===== src/core/dma_reload_defines.svh =====
// constants for the dma reload and request detection block
`ifndef DMA_RELOAD_DEFINES_SVH
`define DMA_RELOAD_DEFINES_SVH
// ==========================================
// register byte offsets
`define OFS_RELOAD_SOURCE_ADDRESS 4'h0
`define OFS_CHANNEL_CONTROL       4'h4
`define OFS_CHANNEL_SOURCE_PTR    4'h8
`define OFS_CHANNEL_STATUS        4'hC
// ==========================================
// channel_control field positions
`define CTL_RELOAD_ENABLE         0
`define CTL_LEVEL_POLARITY        1
`define CTL_EDGE_SELECT           2
`define CTL_OVERRUN_SELECT        3
`define CTL_CHANNEL_ENABLE        4
`define CTL_WIDTH                 5
// ==========================================
// channel_status field positions
`define STS_BUSY                  0
`define STS_ACK                   1
`define STS_REQ_SAMPLE            2
// ==========================================
// reset values
`define RST_RELOAD_SOURCE_ADDRESS 32'h0000_0000
`define RST_CHANNEL_SOURCE_PTR    32'h0000_0000
`define RST_CHANNEL_CONTROL       5'h00
// ==========================================
// bus responses
`define RESP_OKAY                 2'h0
`define RESP_SLVERR               2'h2
`endif


===== src/core/dma_reload_pkg.sv =====
// types shared by the dma reload and request detection block
package dma_reload_pkg;
  // request handshake states
  typedef enum logic [1:0] {
    ST_SENSE,
    ST_BUSY,
    ST_ACK
  } req_state_t;
  typedef logic [31:0] word_t;
  typedef logic [1:0]  resp_t;
endpackage


===== src/core/dma_reload_and_request_detect.sv =====
// dma channel reload register, request detection and axi4-lite register slave
`include "dma_reload_defines.svh"
module dma_reload_and_request_detect (
  input  wire logic                  aclk,
  input  wire logic                  aresetn,
  // axi4-lite slave
  input  wire logic [3:0]            s_axi_awaddr,
  input  wire logic                  s_axi_awvalid,
  output logic                       s_axi_awready,
  input  wire dma_reload_pkg::word_t s_axi_wdata,
  input  wire logic [3:0]            s_axi_wstrb,
  input  wire logic                  s_axi_wvalid,
  output logic                       s_axi_wready,
  output dma_reload_pkg::resp_t      s_axi_bresp,
  output logic                       s_axi_bvalid,
  input  wire logic                  s_axi_bready,
  input  wire logic [3:0]            s_axi_araddr,
  input  wire logic                  s_axi_arvalid,
  output logic                       s_axi_arready,
  output dma_reload_pkg::word_t      s_axi_rdata,
  output dma_reload_pkg::resp_t      s_axi_rresp,
  output logic                       s_axi_rvalid,
  input  wire logic                  s_axi_rready,
  // external requester
  input  wire logic                  transfer_request_input,
  output logic                       transfer_acknowledge_output,
  // rest of the channel
  output logic                       transfer_start,
  input  wire logic                  transfer_done,
  input  wire logic                  transfer_end,
  output dma_reload_pkg::word_t      channel_source_pointer
);
  import dma_reload_pkg::*;

  // ==========================================
  // register state
  word_t               reload_source_address_ff;  // reload value
  word_t               nxt_reload_source_address;
  word_t               src_ptr_ff;                // channel source pointer
  word_t               nxt_src_ptr;
  logic [`CTL_WIDTH-1:0] channel_control_ff;      // control bits
  logic [`CTL_WIDTH-1:0] nxt_channel_control;

  // ==========================================
  // bus slave state
  logic       aw_held_ff;     // write address captured
  logic       nxt_aw_held;
  logic [3:0] aw_addr_ff;     // captured write address
  logic [3:0] nxt_aw_addr;
  logic       w_held_ff;      // write data captured
  logic       nxt_w_held;
  word_t      w_data_ff;      // captured write data
  word_t      nxt_w_data;
  logic [3:0] w_strb_ff;      // captured byte enables
  logic [3:0] nxt_w_strb;
  logic       bvalid_ff;      // write response pending
  logic       nxt_bvalid;
  resp_t      bresp_ff;       // write response code
  resp_t      nxt_bresp;
  logic       rvalid_ff;      // read data pending
  logic       nxt_rvalid;
  word_t      rdata_ff;       // read data
  word_t      nxt_rdata;
  resp_t      rresp_ff;       // read response code
  resp_t      nxt_rresp;
  logic       do_write;       // both halves of a write present

  // ==========================================
  // request detection state
  req_state_t state_ff;       // handshake state
  req_state_t nxt_state;
  logic       req_prev_ff;    // previous request pin sample
  logic       start_ff;       // one-cycle start to the channel
  logic       nxt_start;
  logic       ack_ff;         // acknowledge pin
  logic       nxt_ack;
  logic       req_active;     // pin at its active level
  logic       req_hit;        // a request is seen this cycle

  // ==========================================
  // write merge: address and data may come in either order
  function automatic word_t merge(input word_t old, input word_t nw, input logic [3:0] be);
    word_t r;
    r = old;
    for (int i = 0; i < 4; i++) begin
      if (be[i]) begin
        r[i*8 +: 8] = nw[i*8 +: 8];
      end
    end
    return r;
  endfunction

  // ==========================================
  // bus slave next state
  always_comb begin
    nxt_aw_held = aw_held_ff;
    nxt_aw_addr = aw_addr_ff;
    nxt_w_held  = w_held_ff;
    nxt_w_data  = w_data_ff;
    nxt_w_strb  = w_strb_ff;
    nxt_bvalid  = bvalid_ff;
    nxt_bresp   = bresp_ff;
    nxt_rvalid  = rvalid_ff;
    nxt_rdata   = rdata_ff;
    nxt_rresp   = rresp_ff;
    do_write    = aw_held_ff && w_held_ff && !bvalid_ff;
    // capture address
    if (s_axi_awvalid && s_axi_awready) begin
      nxt_aw_held = 1'b1;
      nxt_aw_addr = s_axi_awaddr;
    end
    // capture data
    if (s_axi_wvalid && s_axi_wready) begin
      nxt_w_held = 1'b1;
      nxt_w_data = s_axi_wdata;
      nxt_w_strb = s_axi_wstrb;
    end
    // commit write and raise response
    if (do_write) begin
      nxt_aw_held = 1'b0;
      nxt_w_held  = 1'b0;
      nxt_bvalid  = 1'b1;
      case (aw_addr_ff)
        `OFS_RELOAD_SOURCE_ADDRESS,
        `OFS_CHANNEL_CONTROL,
        `OFS_CHANNEL_SOURCE_PTR,
        `OFS_CHANNEL_STATUS: nxt_bresp = `RESP_OKAY;
        default:             nxt_bresp = `RESP_SLVERR;
      endcase
    end
    if (bvalid_ff && s_axi_bready) begin
      nxt_bvalid = 1'b0;
    end
    // read: answer one cycle after address taken
    if (s_axi_arvalid && s_axi_arready) begin
      nxt_rvalid = 1'b1;
      nxt_rresp  = `RESP_OKAY;
      case (s_axi_araddr)
        `OFS_RELOAD_SOURCE_ADDRESS: nxt_rdata = reload_source_address_ff;
        `OFS_CHANNEL_CONTROL:       nxt_rdata = {27'h0, channel_control_ff};
        `OFS_CHANNEL_SOURCE_PTR:    nxt_rdata = src_ptr_ff;
        `OFS_CHANNEL_STATUS: begin
          nxt_rdata = 32'h0;
          nxt_rdata[`STS_BUSY]       = (state_ff != ST_SENSE);
          nxt_rdata[`STS_ACK]        = ack_ff;
          nxt_rdata[`STS_REQ_SAMPLE] = req_prev_ff;
        end
        default: begin
          nxt_rdata = 32'h0;
          nxt_rresp = `RESP_SLVERR;
        end
      endcase
    end else if (rvalid_ff && s_axi_rready) begin
      nxt_rvalid = 1'b0;
    end
  end

  // bus handshake outputs
  assign s_axi_awready = !aw_held_ff;
  assign s_axi_wready  = !w_held_ff;
  assign s_axi_arready = !rvalid_ff;
  assign s_axi_bvalid  = bvalid_ff;
  assign s_axi_bresp   = bresp_ff;
  assign s_axi_rvalid  = rvalid_ff;
  assign s_axi_rdata   = rdata_ff;
  assign s_axi_rresp   = rresp_ff;

  // ==========================================
  // register file next state
  always_comb begin
    nxt_reload_source_address = reload_source_address_ff;
    nxt_channel_control       = channel_control_ff;
    nxt_src_ptr               = src_ptr_ff;
    // transfer end reloads only when enabled, else pointer untouched
    if (transfer_end && channel_control_ff[`CTL_RELOAD_ENABLE]) begin
      nxt_src_ptr = reload_source_address_ff;
    end
    // software writes take effect any time; a source pointer write overrides a reload in the same cycle
    if (do_write) begin
      case (aw_addr_ff)
        `OFS_RELOAD_SOURCE_ADDRESS: begin
          nxt_reload_source_address =
            merge(reload_source_address_ff, w_data_ff, w_strb_ff);
        end
        `OFS_CHANNEL_CONTROL: begin
          if (w_strb_ff[0]) begin
            nxt_channel_control = w_data_ff[`CTL_WIDTH-1:0];
          end
        end
        `OFS_CHANNEL_SOURCE_PTR: begin
          nxt_src_ptr = merge(src_ptr_ff, w_data_ff, w_strb_ff);
        end
        default: begin
          nxt_src_ptr = nxt_src_ptr;
        end
      endcase
    end
  end

  assign channel_source_pointer = src_ptr_ff;

  // ==========================================
  // request detection next state
  always_comb begin
    nxt_state = state_ff;
    nxt_start = 1'b0;
    nxt_ack   = 1'b0;
    // polarity bit picks the active level
    req_active = (transfer_request_input == channel_control_ff[`CTL_LEVEL_POLARITY]);
    // edge mode needs the pin inactive in the previous cycle
    if (channel_control_ff[`CTL_EDGE_SELECT]) begin
      req_hit = req_active &&
                (req_prev_ff != channel_control_ff[`CTL_LEVEL_POLARITY]);
    end else begin
      req_hit = req_active;
    end
    // no data path is examined: any requester may drive the pin
    req_hit = req_hit && channel_control_ff[`CTL_CHANNEL_ENABLE];
    case (state_ff)
      // sensitive: accept a request
      ST_SENSE: begin
        if (req_hit) begin
          nxt_state = ST_BUSY;
          nxt_start = 1'b1;
        end
      end
      // blind until the transfer finishes
      ST_BUSY: begin
        if (transfer_done) begin
          nxt_state = ST_ACK;
          nxt_ack   = 1'b1;
        end
      end
      // acknowledge cycle
      ST_ACK: begin
        if (!channel_control_ff[`CTL_EDGE_SELECT] &&
            channel_control_ff[`CTL_OVERRUN_SELECT] && req_hit) begin
          // level still seen with the acknowledge: one extra transfer
          nxt_state = ST_BUSY;
          nxt_start = 1'b1;
        end else begin
          // resample only after the acknowledge has gone
          nxt_state = ST_SENSE;
        end
      end
      default: begin
        nxt_state = ST_SENSE;
      end
    endcase
  end

  assign transfer_start              = start_ff;
  assign transfer_acknowledge_output = ack_ff;

  // ==========================================
  // all registers; reload value has no standby clear path
  always_ff @(posedge aclk) begin
    if (!aresetn) begin
      reload_source_address_ff <= `RST_RELOAD_SOURCE_ADDRESS;
      src_ptr_ff               <= `RST_CHANNEL_SOURCE_PTR;
      channel_control_ff       <= `RST_CHANNEL_CONTROL;
      aw_held_ff               <= 1'b0;
      aw_addr_ff               <= 4'h0;
      w_held_ff                <= 1'b0;
      w_data_ff                <= 32'h0;
      w_strb_ff                <= 4'h0;
      bvalid_ff                <= 1'b0;
      bresp_ff                 <= `RESP_OKAY;
      rvalid_ff                <= 1'b0;
      rdata_ff                 <= 32'h0;
      rresp_ff                 <= `RESP_OKAY;
      state_ff                 <= ST_SENSE;
      req_prev_ff              <= 1'b0;
      start_ff                 <= 1'b0;
      ack_ff                   <= 1'b0;
    end else begin
      reload_source_address_ff <= nxt_reload_source_address;
      src_ptr_ff               <= nxt_src_ptr;
      channel_control_ff       <= nxt_channel_control;
      aw_held_ff               <= nxt_aw_held;
      aw_addr_ff               <= nxt_aw_addr;
      w_held_ff                <= nxt_w_held;
      w_data_ff                <= nxt_w_data;
      w_strb_ff                <= nxt_w_strb;
      bvalid_ff                <= nxt_bvalid;
      bresp_ff                 <= nxt_bresp;
      rvalid_ff                <= nxt_rvalid;
      rdata_ff                 <= nxt_rdata;
      rresp_ff                 <= nxt_rresp;
      state_ff                 <= nxt_state;
      req_prev_ff              <= transfer_request_input;
      start_ff                 <= nxt_start;
      ack_ff                   <= nxt_ack;
    end
  end
endmodule


===== config.mk =====
export PLATFORM = sky130hd
export DESIGN_NAME = dma_reload_and_request_detect
export DESIGN_NICKNAME = d
export VERILOG_FILES = /design/src/core/dma_reload_pkg.sv /design/src/core/dma_reload_and_request_detect.sv
export VERILOG_INCLUDE_DIRS = /design/src /design/src/core
export SDC_FILE = /design/constraint.sdc
export NUM_CORES = 1
export LEC_CHECK = 0
export BUFFER_PORTS_ARGS = -buffer_cell sky130_fd_sc_hd__buf_2
export CAP_MARGIN = 10
export CORE_ASPECT_RATIO = 1.25
export CORE_MARGIN = 1.5
export CORE_UTILIZATION = 59
export CTS_CLUSTER_DIAMETER = 30
export CTS_CLUSTER_SIZE = 24
export DETAILED_ROUTE_END_ITERATION = 6
export PLACE_DENSITY_LB_ADDON = 0.25
export SYNTH_ARGS = -nofsm -noshare
export SYNTH_HDL_FRONTEND = slang
export SYNTH_SLANG_ARGS = --single-unit

===== constraint.sdc =====
create_clock -name aclk -period 2.7 [get_ports aclk]
set_clock_uncertainty 0.2 [all_clocks]
set_input_delay 0.54 -clock aclk [delete_from_list [all_inputs] [get_ports aclk]]
set_output_delay 0.54 -clock aclk [all_outputs]
set_load 0.05 [all_outputs]

* Word-level counts from Yosys, hierarchy flattened
Cells that the tools add are included.
** Cells by class
- $add $sub $neg :: 0
- Multiply operators :: 0
- Div/mod/pow operators :: 0
- Order comparisons :: 0
- Eq/ne operators :: 16
- Shift-type cells :: 0
- Multiplexer cells :: 21
- Bitwise operators :: 1
- Reduce and logical (&&, ||, !) cells :: 33
** Operators by type and width (count)
- $pmux 32 s4 :: 1
- $mux 32 :: 3
- $mux 8 :: 4
- $eq 4x4->1 const B :: 4
- $reduce_and 3->1 :: 5
- $logic_and 1x1->1 :: 12
- $ne 3x3->1 const B :: 4
- $eq 4x3->1 const B :: 2
- $logic_not 4->1 :: 2
- $mux 2 :: 4
- $reduce_or 4->1 :: 2
- $mux 1 :: 7
- $pmux 2 s3 :: 1
- $logic_not 1->1 :: 5
- $ne 2x2->1 const B :: 2
- $reduce_and 2->1 :: 2
- $reduce_bool 2->1 :: 2
- $reduce_or 2->1 :: 2
- $eq 2x1->1 const B :: 1
- $eq 2x2->1 const B :: 1
- $logic_not 2->1 :: 1
- $pmux 1 s2 :: 1
- $eq 1x1->1 :: 1
- $ne 1x1->1 :: 1
- $not 1->1 :: 1
** Word-level totals
- Register bits after elaboration :: 154
- Latch bits :: 0
- RAM bits :: 0
- Memory bits (read-only) :: 0
- Input port bits :: 54
- Output and inout bits :: 75
- Logic and storage cells :: 94
- Memories kept :: 0

* Logic depth before layout (Yosys ltp)
Gate-level depths: netlist of the first run.
- Depth in word-level cells :: 7
- Mapped depth :: 7
- Depth with buffers taken out :: 4

* Least setup slack after synthesis of the first run
OpenSTA, ideal clock, no wires.
- Path type :: register to register
- From :: register rvalid_ff (netlist: s_axi_rvalid)
- To :: register rdata_ff[13] (netlist: s_axi_rdata[13])
- Library setup time :: 66 ps
- Data arrival time :: 1765 ps
- Required time :: 2434 ps
- Slack :: 669 ps
- Cell stages (with the launch flop) :: 6
- Buffers on the path :: 1
- Clock period less this slack :: 2031 ps
- Cells stage by stage :: dfxtp_1 -> inv_1 -> nand2_1 -> clkbuf_1 -> a22oi_1 -> nor2_1
** Between the ends
- Cells in the longest elaborated chain, start to end :: 2
** Ends and longest elaborated chain
- start, declared :: RTL line dma_reload_and_request_detect.sv:60 : logic rvalid_ff;
- start signal, assigned :: RTL line dma_reload_and_request_detect.sv:287 : rvalid_ff <= nxt_rvalid;
- $logic_not 1->1 :: RTL line dma_reload_and_request_detect.sv:161 : assign s_axi_arready = !rvalid_ff;
- net s_axi_arready :: RTL line dma_reload_and_request_detect.sv:19 : output logic s_axi_arready,
- $logic_and 1x1->1 :: RTL line dma_reload_and_request_detect.sv:135 : if (s_axi_arvalid && s_axi_arready) begin
- end signal, assigned :: RTL line dma_reload_and_request_detect.sv:288 : rdata_ff <= nxt_rdata;
- end, declared :: RTL line dma_reload_and_request_detect.sv:62 : word_t rdata_ff;
The timed path passes the listed nets, and every way through them passes these cells.
A chain may end at the register's enable or synchronous reset.

* Worst setup path in the final report of the first run
- From :: register bvalid_ff (netlist: s_axi_bvalid)
- To :: register src_ptr_ff[26] (netlist: channel_source_pointer[26])
** Between the ends
- Cells in the longest elaborated chain, start to end :: 3
- Elaborated cells between the ends (all ways) :: 4
- Classes of those cells :: 1 x eq/ne; 1 x mux; 2 x reduce/logical
** Ends and longest elaborated chain
- start, declared :: RTL line dma_reload_and_request_detect.sv:56 : logic bvalid_ff;
- start signal, assigned :: RTL line dma_reload_and_request_detect.sv:285 : bvalid_ff <= nxt_bvalid;
- $logic_not 1->1 * :: RTL line dma_reload_and_request_detect.sv:106 : do_write = aw_held_ff && w_held_ff && !bvalid_ff;
- $logic_and 1x1->1 * :: RTL line dma_reload_and_request_detect.sv:106
- $ne 3x3->1 (no line) or $mux 32 (tied branches)
- end signal, assigned :: RTL line dma_reload_and_request_detect.sv:260 : src_ptr_ff <= `RST_CHANNEL_SOURCE_PTR;
- end signal, assigned :: RTL line dma_reload_and_request_detect.sv:278 : src_ptr_ff <= nxt_src_ptr;
- end, declared :: RTL line dma_reload_and_request_detect.sv:39 : word_t src_ptr_ff;
Every way passes the cells marked *; elsewhere a longest branch is shown, timed or not.

==> results.cfg, run 1 <==
[worst_setup_path]
r2r_end = channel_source_pointer[26]
path_buf_inv = 1
cp_slowest_cell = buf_4
end_kind = flop
slowest_delay_ns = 0.65
start_kind = flop
critPathMaxFanout = 64
worstPathRequired_ns = 2.81
worstSetupPathType = reg2reg
cp.arrival_ns = 2.39
timing.rr.start = s_axi_bvalid
r2r_cells = 5
worstPathCellList = and3b_1 -> nand4b_4 -> buf_4 -> a211oi_1 -> a311oi_1
r2r_slack_ns = 0.41
critPathTopFamily = buffers and inverters

[worst_hold_path]
holdPathStages = 2
min_from = s_axi_rready
hp-class = in2reg
hold_path_end = s_axi_rvalid

[power_and_ir_drop]
p_seq_share_pct = 44.7
p_per_area_nw_per_um2 = 661
intPower_uw = 4050
power_switching_share_pct = 23.1
p_leak_uw = 0.00345
switching_power_uw = 1210
combPwrFrac_pct = 7.2
power_frac_clock_pct = 48.1
ir_drop_v = 0.000355

[die]
start_util_pct = 60.4
fp.dieH_um = 122
die_w_um = 98.3
die-area_um2 = 12000
rows = 43
io_pins = 129
core-area_um2 = 11100

[placement]
dpl.hpwl_mm = 11.1
dp_cells = 945
place_congestion = 0.877
pre_cts_ws_ns = 0.431
post_dp_cell_area_um2 = 7330
port_buffers = 126

[cells_and_area]
nets = 883
utilization_pct = 71.9
area_growth_pct = 19.0
layout_commonest_cell = dfxtp_1
final_cell_mix = 152 x dfxtp_1, 126 x buf_2, 115 x nand2_1
fin_area_um2 = 7970
instances_no_fill = 977
drive_above_1_share_pct = 28.3

[clock_tree]
clock_latency_ns = 0.42
cts_tree = yes
cts.sink_count = 152
htreeDepth = 4
cts_buffers = 17
cts_root_buf = clkbuf_16
post-cts-setup-buffers = 0
hold_buffers = 0
clk_path_buf_depth = 2
clk_pin_slew_ns = 0.06
postCtsResizedCells = 0

[timing]
tightest_slew_ns = 0.932
final.setup.worst_slack_ns = 0.415
period_needed_ns = 2.29
drv_slew = 0
fin_crit_sh_pct = 84.6
rsz0062_at_grt = false
max_freq_ghz = 0.438
setup_violations = 0
hold_viol_final = 0
tns_ns = 0
slew_headroom_pct = 37.8

[detailed_routing]
ant_nets = 0
drt-pass1-iter-count = 5
post_drt_wl_per_cell_um = 18.4
drc_errors = 0
vias = 5972
drt_iter0_drc = 378
viasPerCell = 6.11
wl_mm = 18.0

[synth]
synth_ff_type = dfxtp_1
yosysTopAreaCellShare_pct = 45.5
synth_edf_count = 0
yosys.area.top_type = dfxtp_1
yosysUniqueCellTypes = 44
ys.warnings.count = 0
synth_area_per_cell_um2 = 9.22
syn-cell-area_um2 = 6690
ys_seq_area_share_pct = 45.5
synth_cells = 726
yosys_register_bits = 152
synth_area_leaders = dfxtp_1 45%, nand2_1 6.4%, mux2i_1 6.1%
synth-async-reset-ratio_pct = 0

[global_routing]
groute.usage.overall_pct = 29.8
grt_pass1_vias = 5778
grt_start_max_net_pins = 65
grt_pass1_wl_mm = 28.3
gr-total-overflow = 0
antenna_found_initial = 1

[run_status]
status = finished clean

[run]
cap_viol_max_count = 0
## stage by stage
| step | total power, uW | hold WS (ns) |
|---|---|---|
| final | 5260 | 0.100 |
| after global routing | 5390 | 0.112 |
| after CTS | 5270 | 0.0925 |
| after detailed placement | 2770 | 0.271 |
| after global placement | 2760 | 0.261 |
| after floorplan | 2640 | 0.249 |
## power groups by stage
stage               Clock [uW]  Sequential, uW  Combinational, uW
detailed placement           0            2400                373
CTS                       2550            2350                376
global route              2630            2360                408
global placement             0            2400                363
floorplan                    0            2410                227
finish                    2530            2350                379
## state kept, by name, summed over array words and instances (netlist names)
name / cells
aw_addr_ff: 4
aw_held_ff: 1
channel_control_ff: 5
channel_source_pointer: 32
reload_source_address_ff: 32
req_prev_ff: 1
s_axi_bresp: 1
s_axi_bvalid: 1
s_axi_rdata: 32
s_axi_rresp: 1
s_axi_rvalid: 1
state_ff: 2
transfer_acknowledge_output: 1
transfer_start: 1
w_data_ff: 32
w_held_ff: 1
w_strb_ff: 4
## worst max-delay path by stage
stage | slack [ns] | cells after the start | end | start
finish | 0.41 | 5 | channel_source_pointer[26] | s_axi_bvalid
global route | 0.34 | 5 | channel_source_pointer[26] | s_axi_bvalid
CTS | 0.45 | 5 | channel_source_pointer[26] | s_axi_bvalid
detailed placement | 0.43 | 4 | s_axi_rdata[3] | s_axi_araddr[3]
global placement | 0.45 | 4 | s_axi_rdata[4] | s_axi_araddr[3]
floorplan | 0.67 | 5 | s_axi_rdata[13] | s_axi_rvalid
## logic make-up (layout without fill, tap and decap cells)
| family | Yosys count | in the layout | share of synthesized area [%] |
|---|---|---|---|
| DFF | 152 | 152 | 45.5 |
| muxes | 70 | 70 | 11.0 |
| AOI/OAI and AO/OA | 150 | 150 | 17.9 |
| other | 1 | 3 | 0.0560 |
| and+or+nand+nor | 288 | 288 | 20.2 |
| buffers and inverters | 65 | 179 | 5.35 |
## Yosys cell counts (6+ instances only)
master	n
clkbuf_1	39
a21oi_1	38
a211oi_2	28
a22oi_1	27
nor2_1	73
nor2b_1	35
mux2_2	29
mux2i_1	41
o21ai_0	8
dfxtp_1	152
nand3_1	41
a211oi_1	6
buf_2	8
a311oi_1	32
nand2_1	115
## cell type report
cell class | instances | area, um2
well taps | 135 | 169
fillers | 834 | 3120
clock inverters | 8 | 143
diodes | 1 | 2.50
clock buffers | 23 | 488
inverters | 5 | 21.3
repair buffers | 143 | 796
flip-flops and latches | 152 | 3040
multi-input cells | 510 | 3300
## layer usage
metal	vias to the layer above	global-route usage [%]	part of all wire [%]
li1	2784	-	-
met1	2884	35.3	39
met2	254	50.6	50
met3	50	6.66	7.2
met4	0	15.5	3.1
met5	-	0	0
Note: power is estimated with default switching activity, not from simulation.
==> inputs of run 2 (changes only) <==
--- a/config.mk
+++ b/config.mk
@@ -10,7 +10,7 @@
 export CAP_MARGIN = 10
 export CORE_ASPECT_RATIO = 1.25
 export CORE_MARGIN = 1.5
-export CORE_UTILIZATION = 59
+export CORE_UTILIZATION = 50
 export CTS_CLUSTER_DIAMETER = 30
 export CTS_CLUSTER_SIZE = 24
 export DETAILED_ROUTE_END_ITERATION = 6
==> constraint.sdc (replaced) <==
create_clock -name aclk -period 1.8 [get_ports aclk]
set_clock_uncertainty 0.2 [all_clocks]
set_input_delay 0.36 -clock aclk [delete_from_list [all_inputs] [get_ports aclk]]
set_output_delay 0.36 -clock aclk [all_outputs]
set_load 0.05 [all_outputs]
==> results.cfg, run 2 (synthesis gave the netlist of run 1 again) <==
[power_and_ir_drop]
p_leak_uw = 0.00367
p_per_area_nw_per_um2 = 906
ir_drop_v = 0.000516
total_power_uw = 7730

[worst_setup_path]
critPathMaxFanout = 5
worstSetupPathType = reg2out
cp_slowest_cell = dfxtp_1
critPathTopFamily = buffers and inverters
r2r_slack_ns = 0.07
cp.arrival_ns = 1.20
start_kind = flop
path_buf_inv = 3
end_kind = primary output
slowest_delay_ns = 0.31
worstPathRequired_ns = 1.24
worstPathCellList = buf_4 -> inv_1 -> buf_2

[clock_tree]
cts_buffers = 17
htreeDepth = 4
cts_root_buf = clkbuf_16
clk_path_buf_depth = 2
clk_pin_slew_ns = 0.06
cts_tree = yes
clock_latency_ns = 0.42
cts.sink_count = 152

[placement]
post_dp_cell_area_um2 = 7600
dp_cells = 1000
port_buffers = 126
place_congestion = 0.889
dpl.hpwl_mm = 12.2

[die]
rows = 47
start_util_pct = 50.8
fp.dieH_um = 132
die_w_um = 106
core-area_um2 = 13200
io_pins = 129
die-area_um2 = 14100

[run]
cap_viol_max_count = 0

[cells_and_area]
drive_above_1_share_pct = 29.1
instances_no_fill = 1065
final_cell_mix = 150 x dfxtp_1, 126 x buf_2, 115 x nand2_1
layout_commonest_cell = dfxtp_1
num_antenna_cells = 0
fin_area_um2 = 8540
fillCellCount = 1118
area_growth_pct = 27.6
nets = 935

[run_status]
status = finished clean

[timing]
drv_slew = 0
setup_violations = 0
hold_viol_final = 0
rsz0062_at_grt = false
period_needed_ns = 1.76
max_freq_ghz = 0.569
fin_crit_sh_pct = 97.6
tns_ns = 0

[global_routing]
grt_pass1_wl_mm = 29.6
groute.usage.overall_pct = 26.3
antenna_found_initial = 0
grt_start_max_net_pins = 52
grt_pass1_vias = 6031
gr-total-overflow = 0

[worst_hold_path]
hp-class = in2reg

[detailed_routing]
drc_errors = 0
ant_nets = 0
drt_iter0_drc = 326
post_drt_wl_per_cell_um = 17.2
drt-pass1-iter-count = 5
wl_mm = 18.3
viasPerCell = 5.68
vias = 6047
-- run 2: cell types whose count changed in the layout (fill, tap and decap cells not counted), moves of 3 or more --
cell | before | now
nand3_4 | 0 | 3
dlygate4sd3_1 | 0 | 33
nand3_2 | 3 | 0
clkinvlp_4 | 1 | 5
buf_4 | 14 | 27
buf_12 | 3 | 9
-- run 2: layout make-up --
class                           count  area, um2  share of cell area, %
Inverter                            5       21.3                  0.249
Clock buffer                       22        464                   5.44
Timing Repair Buffer              195       1340                   15.7
Sequential cell                   152       3050                   35.7
Clock inverter                     10        120                   1.41
Multi-Input combinational cell    510       3330                   39.0
Tap cell                          171        214                   2.51
-- run 2: what timing repair did --
item / 4_1_cts / 5_1_grt
endpoints found under the hold margin: 33 / 0
resized for setup: 2 / 2
pin swaps: 0 / 0
hold buffers: 33 / 0
endpoints found under the setup margin: 1 / 9
setup buffers: 0 / 0
-- run 2: worst reg2reg max path, cell delays in order, from the launching register on --
cell and delay, ns:
dfxtp_2 0.34, and3b_1 0.28, nand4b_4 0.17, buf_12 0.22, a211oi_1 0.30, a311oi_1 0.09
-- run 2: power by group --
part / total, uW / switching [uW] / internal (uW)
clock network: 3530 / 1410 / 2120
logic: 688 / 421 / 267
registers: 3520 / 76.9 / 3440
total: 7730 / 1910 / 5830
-- run 2: final timing paths --
kind,from,to,cells past startpoint
worst max-delay path,w_held_ff,s_axi_wready,3
worst min-delay path,s_axi_awaddr[0],aw_addr_ff[0],3
worst max register to register,s_axi_bvalid,channel_source_pointer[25],5
worst min register to register,s_axi_rvalid,s_axi_rvalid,1
-- run 2: layer usage --
layer / global-route usage (%) / part of all wire (%) / up-vias
met4: 11.6 / 3.1 / 0
li1: - / - / 2877
met1: 31.7 / 41 / 2930
met2: 45.7 / 51 / 203
met5: 0 / 0 / -
met3: 4.35 / 4.8 / 37
-- run 2: stage by stage --
step	hold slack (ns)	setup slack, ns	util [%]
after floorplan	0.249	0.0359	-
after global placement	0.243	0.109	57.7
after detailed placement	0.259	0.0239	57.7
after CTS	0.00208	0.0345	64.7
after global routing	0.00132	0.00303	64.8
final	0.0107	0.0434	64.8
==> inputs of run 3 (changes only) <==
--- a/config.mk
+++ b/config.mk
@@ -8,9 +8,11 @@
 export LEC_CHECK = 0
 export BUFFER_PORTS_ARGS = -buffer_cell sky130_fd_sc_hd__buf_2
 export CAP_MARGIN = 10
+export CELL_PAD_IN_SITES_DETAIL_PLACEMENT = 0
+export CELL_PAD_IN_SITES_GLOBAL_PLACEMENT = 1
 export CORE_ASPECT_RATIO = 1.25
 export CORE_MARGIN = 1.5
-export CORE_UTILIZATION = 50
+export CORE_UTILIZATION = 38
 export CTS_CLUSTER_DIAMETER = 30
 export CTS_CLUSTER_SIZE = 24
 export DETAILED_ROUTE_END_ITERATION = 6
==> results.cfg, run 3 (synthesis gave the netlist of run 1 again) <==
[run_status]
status = finished clean

[cells_and_area]
nets = 938
fin_area_um2 = 8590
area_growth_pct = 28.3
layout_commonest_cell = dfxtp_1
fillCellCount = 1649
seq_area_um2 = 3050
drive_above_1_share_pct = 28.9
num_antenna_cells = 0
instances_no_fill = 1121
multi_input_area_um2 = 3300
final_cell_mix = 150 x dfxtp_1, 125 x buf_2, 115 x nand2_1

[worst_hold_path]
hold_path_end = w_data_ff[1]
min_from = s_axi_wdata[1]
hp-class = in2reg
holdPathStages = 3

[worst_setup_path]
timing.rr.start = aw_addr_ff[0]
start_kind = flop
cp_slowest_cell = dfxtp_1
r2r_cells = 5
worstPathRequired_ns = 1.90
r2r_slack_ns = 0.04
slowest_delay_ns = 0.36
r2r_end = reload_source_address_ff[15]
critPathMaxFanout = 8
end_kind = flop
cp.arrival_ns = 1.86
worstPathCellList = nor4_4 -> buf_4 -> nand3_2 -> mux2i_1 -> nor2_1
worstSetupPathType = reg2reg

[detailed_routing]
wl_mm = 19.2
viasPerCell = 5.30
drt_iter0_drc = 380
drc_errors = 0
post_drt_wl_per_cell_um = 17.2
vias = 5941
ant_nets = 0
drt-pass1-iter-count = 4

[global_routing]
antenna_found_initial = 0
gr-total-overflow = 0
grt_pass1_wl_mm = 30.3
grt_pass1_vias = 5861
grt_start_max_net_pins = 47
groute.usage.overall_pct = 21.4

[clock_tree]
cts_buffers = 17
clk_pin_slew_ns = 0.06
cts_tree = yes
htreeDepth = 4
clk_path_buf_depth = 2
clock_latency_ns = 0.42
cts_root_buf = clkbuf_16
post-cts-setup-buffers = 0
cts.sink_count = 152

[die]
die-area_um2 = 18400
core-area_um2 = 17400
rows = 54
start_util_pct = 38.5
fp.dieH_um = 151
io_pins = 129
die_w_um = 122

[timing]
timing.hold.ws_ns = 0.00755
drv_slew = 0
period_needed_ns = 1.76
hold_viol_final = 0
fin_crit_sh_pct = 97.7
setup_violations = 0
tns_ns = 0
max_freq_ghz = 0.569
rsz0062_at_grt = true
final.setup.worst_slack_ns = 0.0412

[placement]
dp_cells = 1053
post_dp_cell_area_um2 = 7660
place_congestion = 0.789
port_buffers = 126
dpl.hpwl_mm = 13.2
pre_cts_ws_ns = 0.0301

[run]
cap_viol_max_count = 0

[power_and_ir_drop]
p_per_area_nw_per_um2 = 888
p_leak_uw = 0.00369
ir_drop_v = 0.000584
## run 3: changes by cell type in the layout (fill, tap and decap cells not counted), sizes merged
cell | before | now
clkinv | 2 | 5
clkinvlp | 5 | 2
dlygate4sd3 | 33 | 36
clkbuf | 22 | 24
bufinv | 2 | 1
inv | 6 | 5
## run 3: repair_timing
item / in CTS / in global routing
hold endpoints to repair: 36 / 0
hold buffers: 36 / 0
gates resized for setup: 1 / 0
endpoints found under the setup margin: 1 / 33
## run 3: routing by layer
layer,vias to the layer above,track usage [%],routed length (um)
met3,23,4.03,682
met5,-,0,0
met4,0,7.53,333
met2,135,39.4,10100
met1,2897,24.5,8120
li1,2886,-,-
## run 3: report_power, final
part	internal, uW	total (uW)	switching, uW
Clock	2040	3420	1380
Sequential	3440	3520	79.7
Combinational	273	688	415
## run 3: cell type report
class	count	share of cell area [%]
Clock buffer	24	5.73
Timing Repair Buffer	198	16.0
Tap cell	224	3.26
Clock inverter	8	0.816
Multi-Input combinational cell	510	38.5
Inverter	5	0.248
Sequential cell	152	35.5
## run 3: critical path, delay by kind of cell, from the launching register on
family        cells  cell delay [ns]
mux               1             0.24
flops             1             0.36
simple gates      3             0.65
buf+inv           1             0.19
## run 3: worst max-delay path by stage
stage                                               to  slack (ns)           from
after floorplan                        s_axi_rdata[13]        0.04   s_axi_rvalid
after global placement    reload_source_address_ff[18]         0.1  aw_addr_ff[0]
after detailed placement  reload_source_address_ff[20]        0.03  aw_addr_ff[0]
after CTS                 reload_source_address_ff[20]        0.02  aw_addr_ff[0]
after global routing      reload_source_address_ff[20]       -0.10  aw_addr_ff[1]
final                     reload_source_address_ff[15]        0.04  aw_addr_ff[0]
## run 3: metrics by stage
step | total power, uW | util, %
finish | 7620 | 49.5
floorplan | 3960 | -
CTS | 7690 | 49.5
global placement | 4210 | 44.1
global route | 7890 | 49.5
detailed placement | 4220 | 44.1
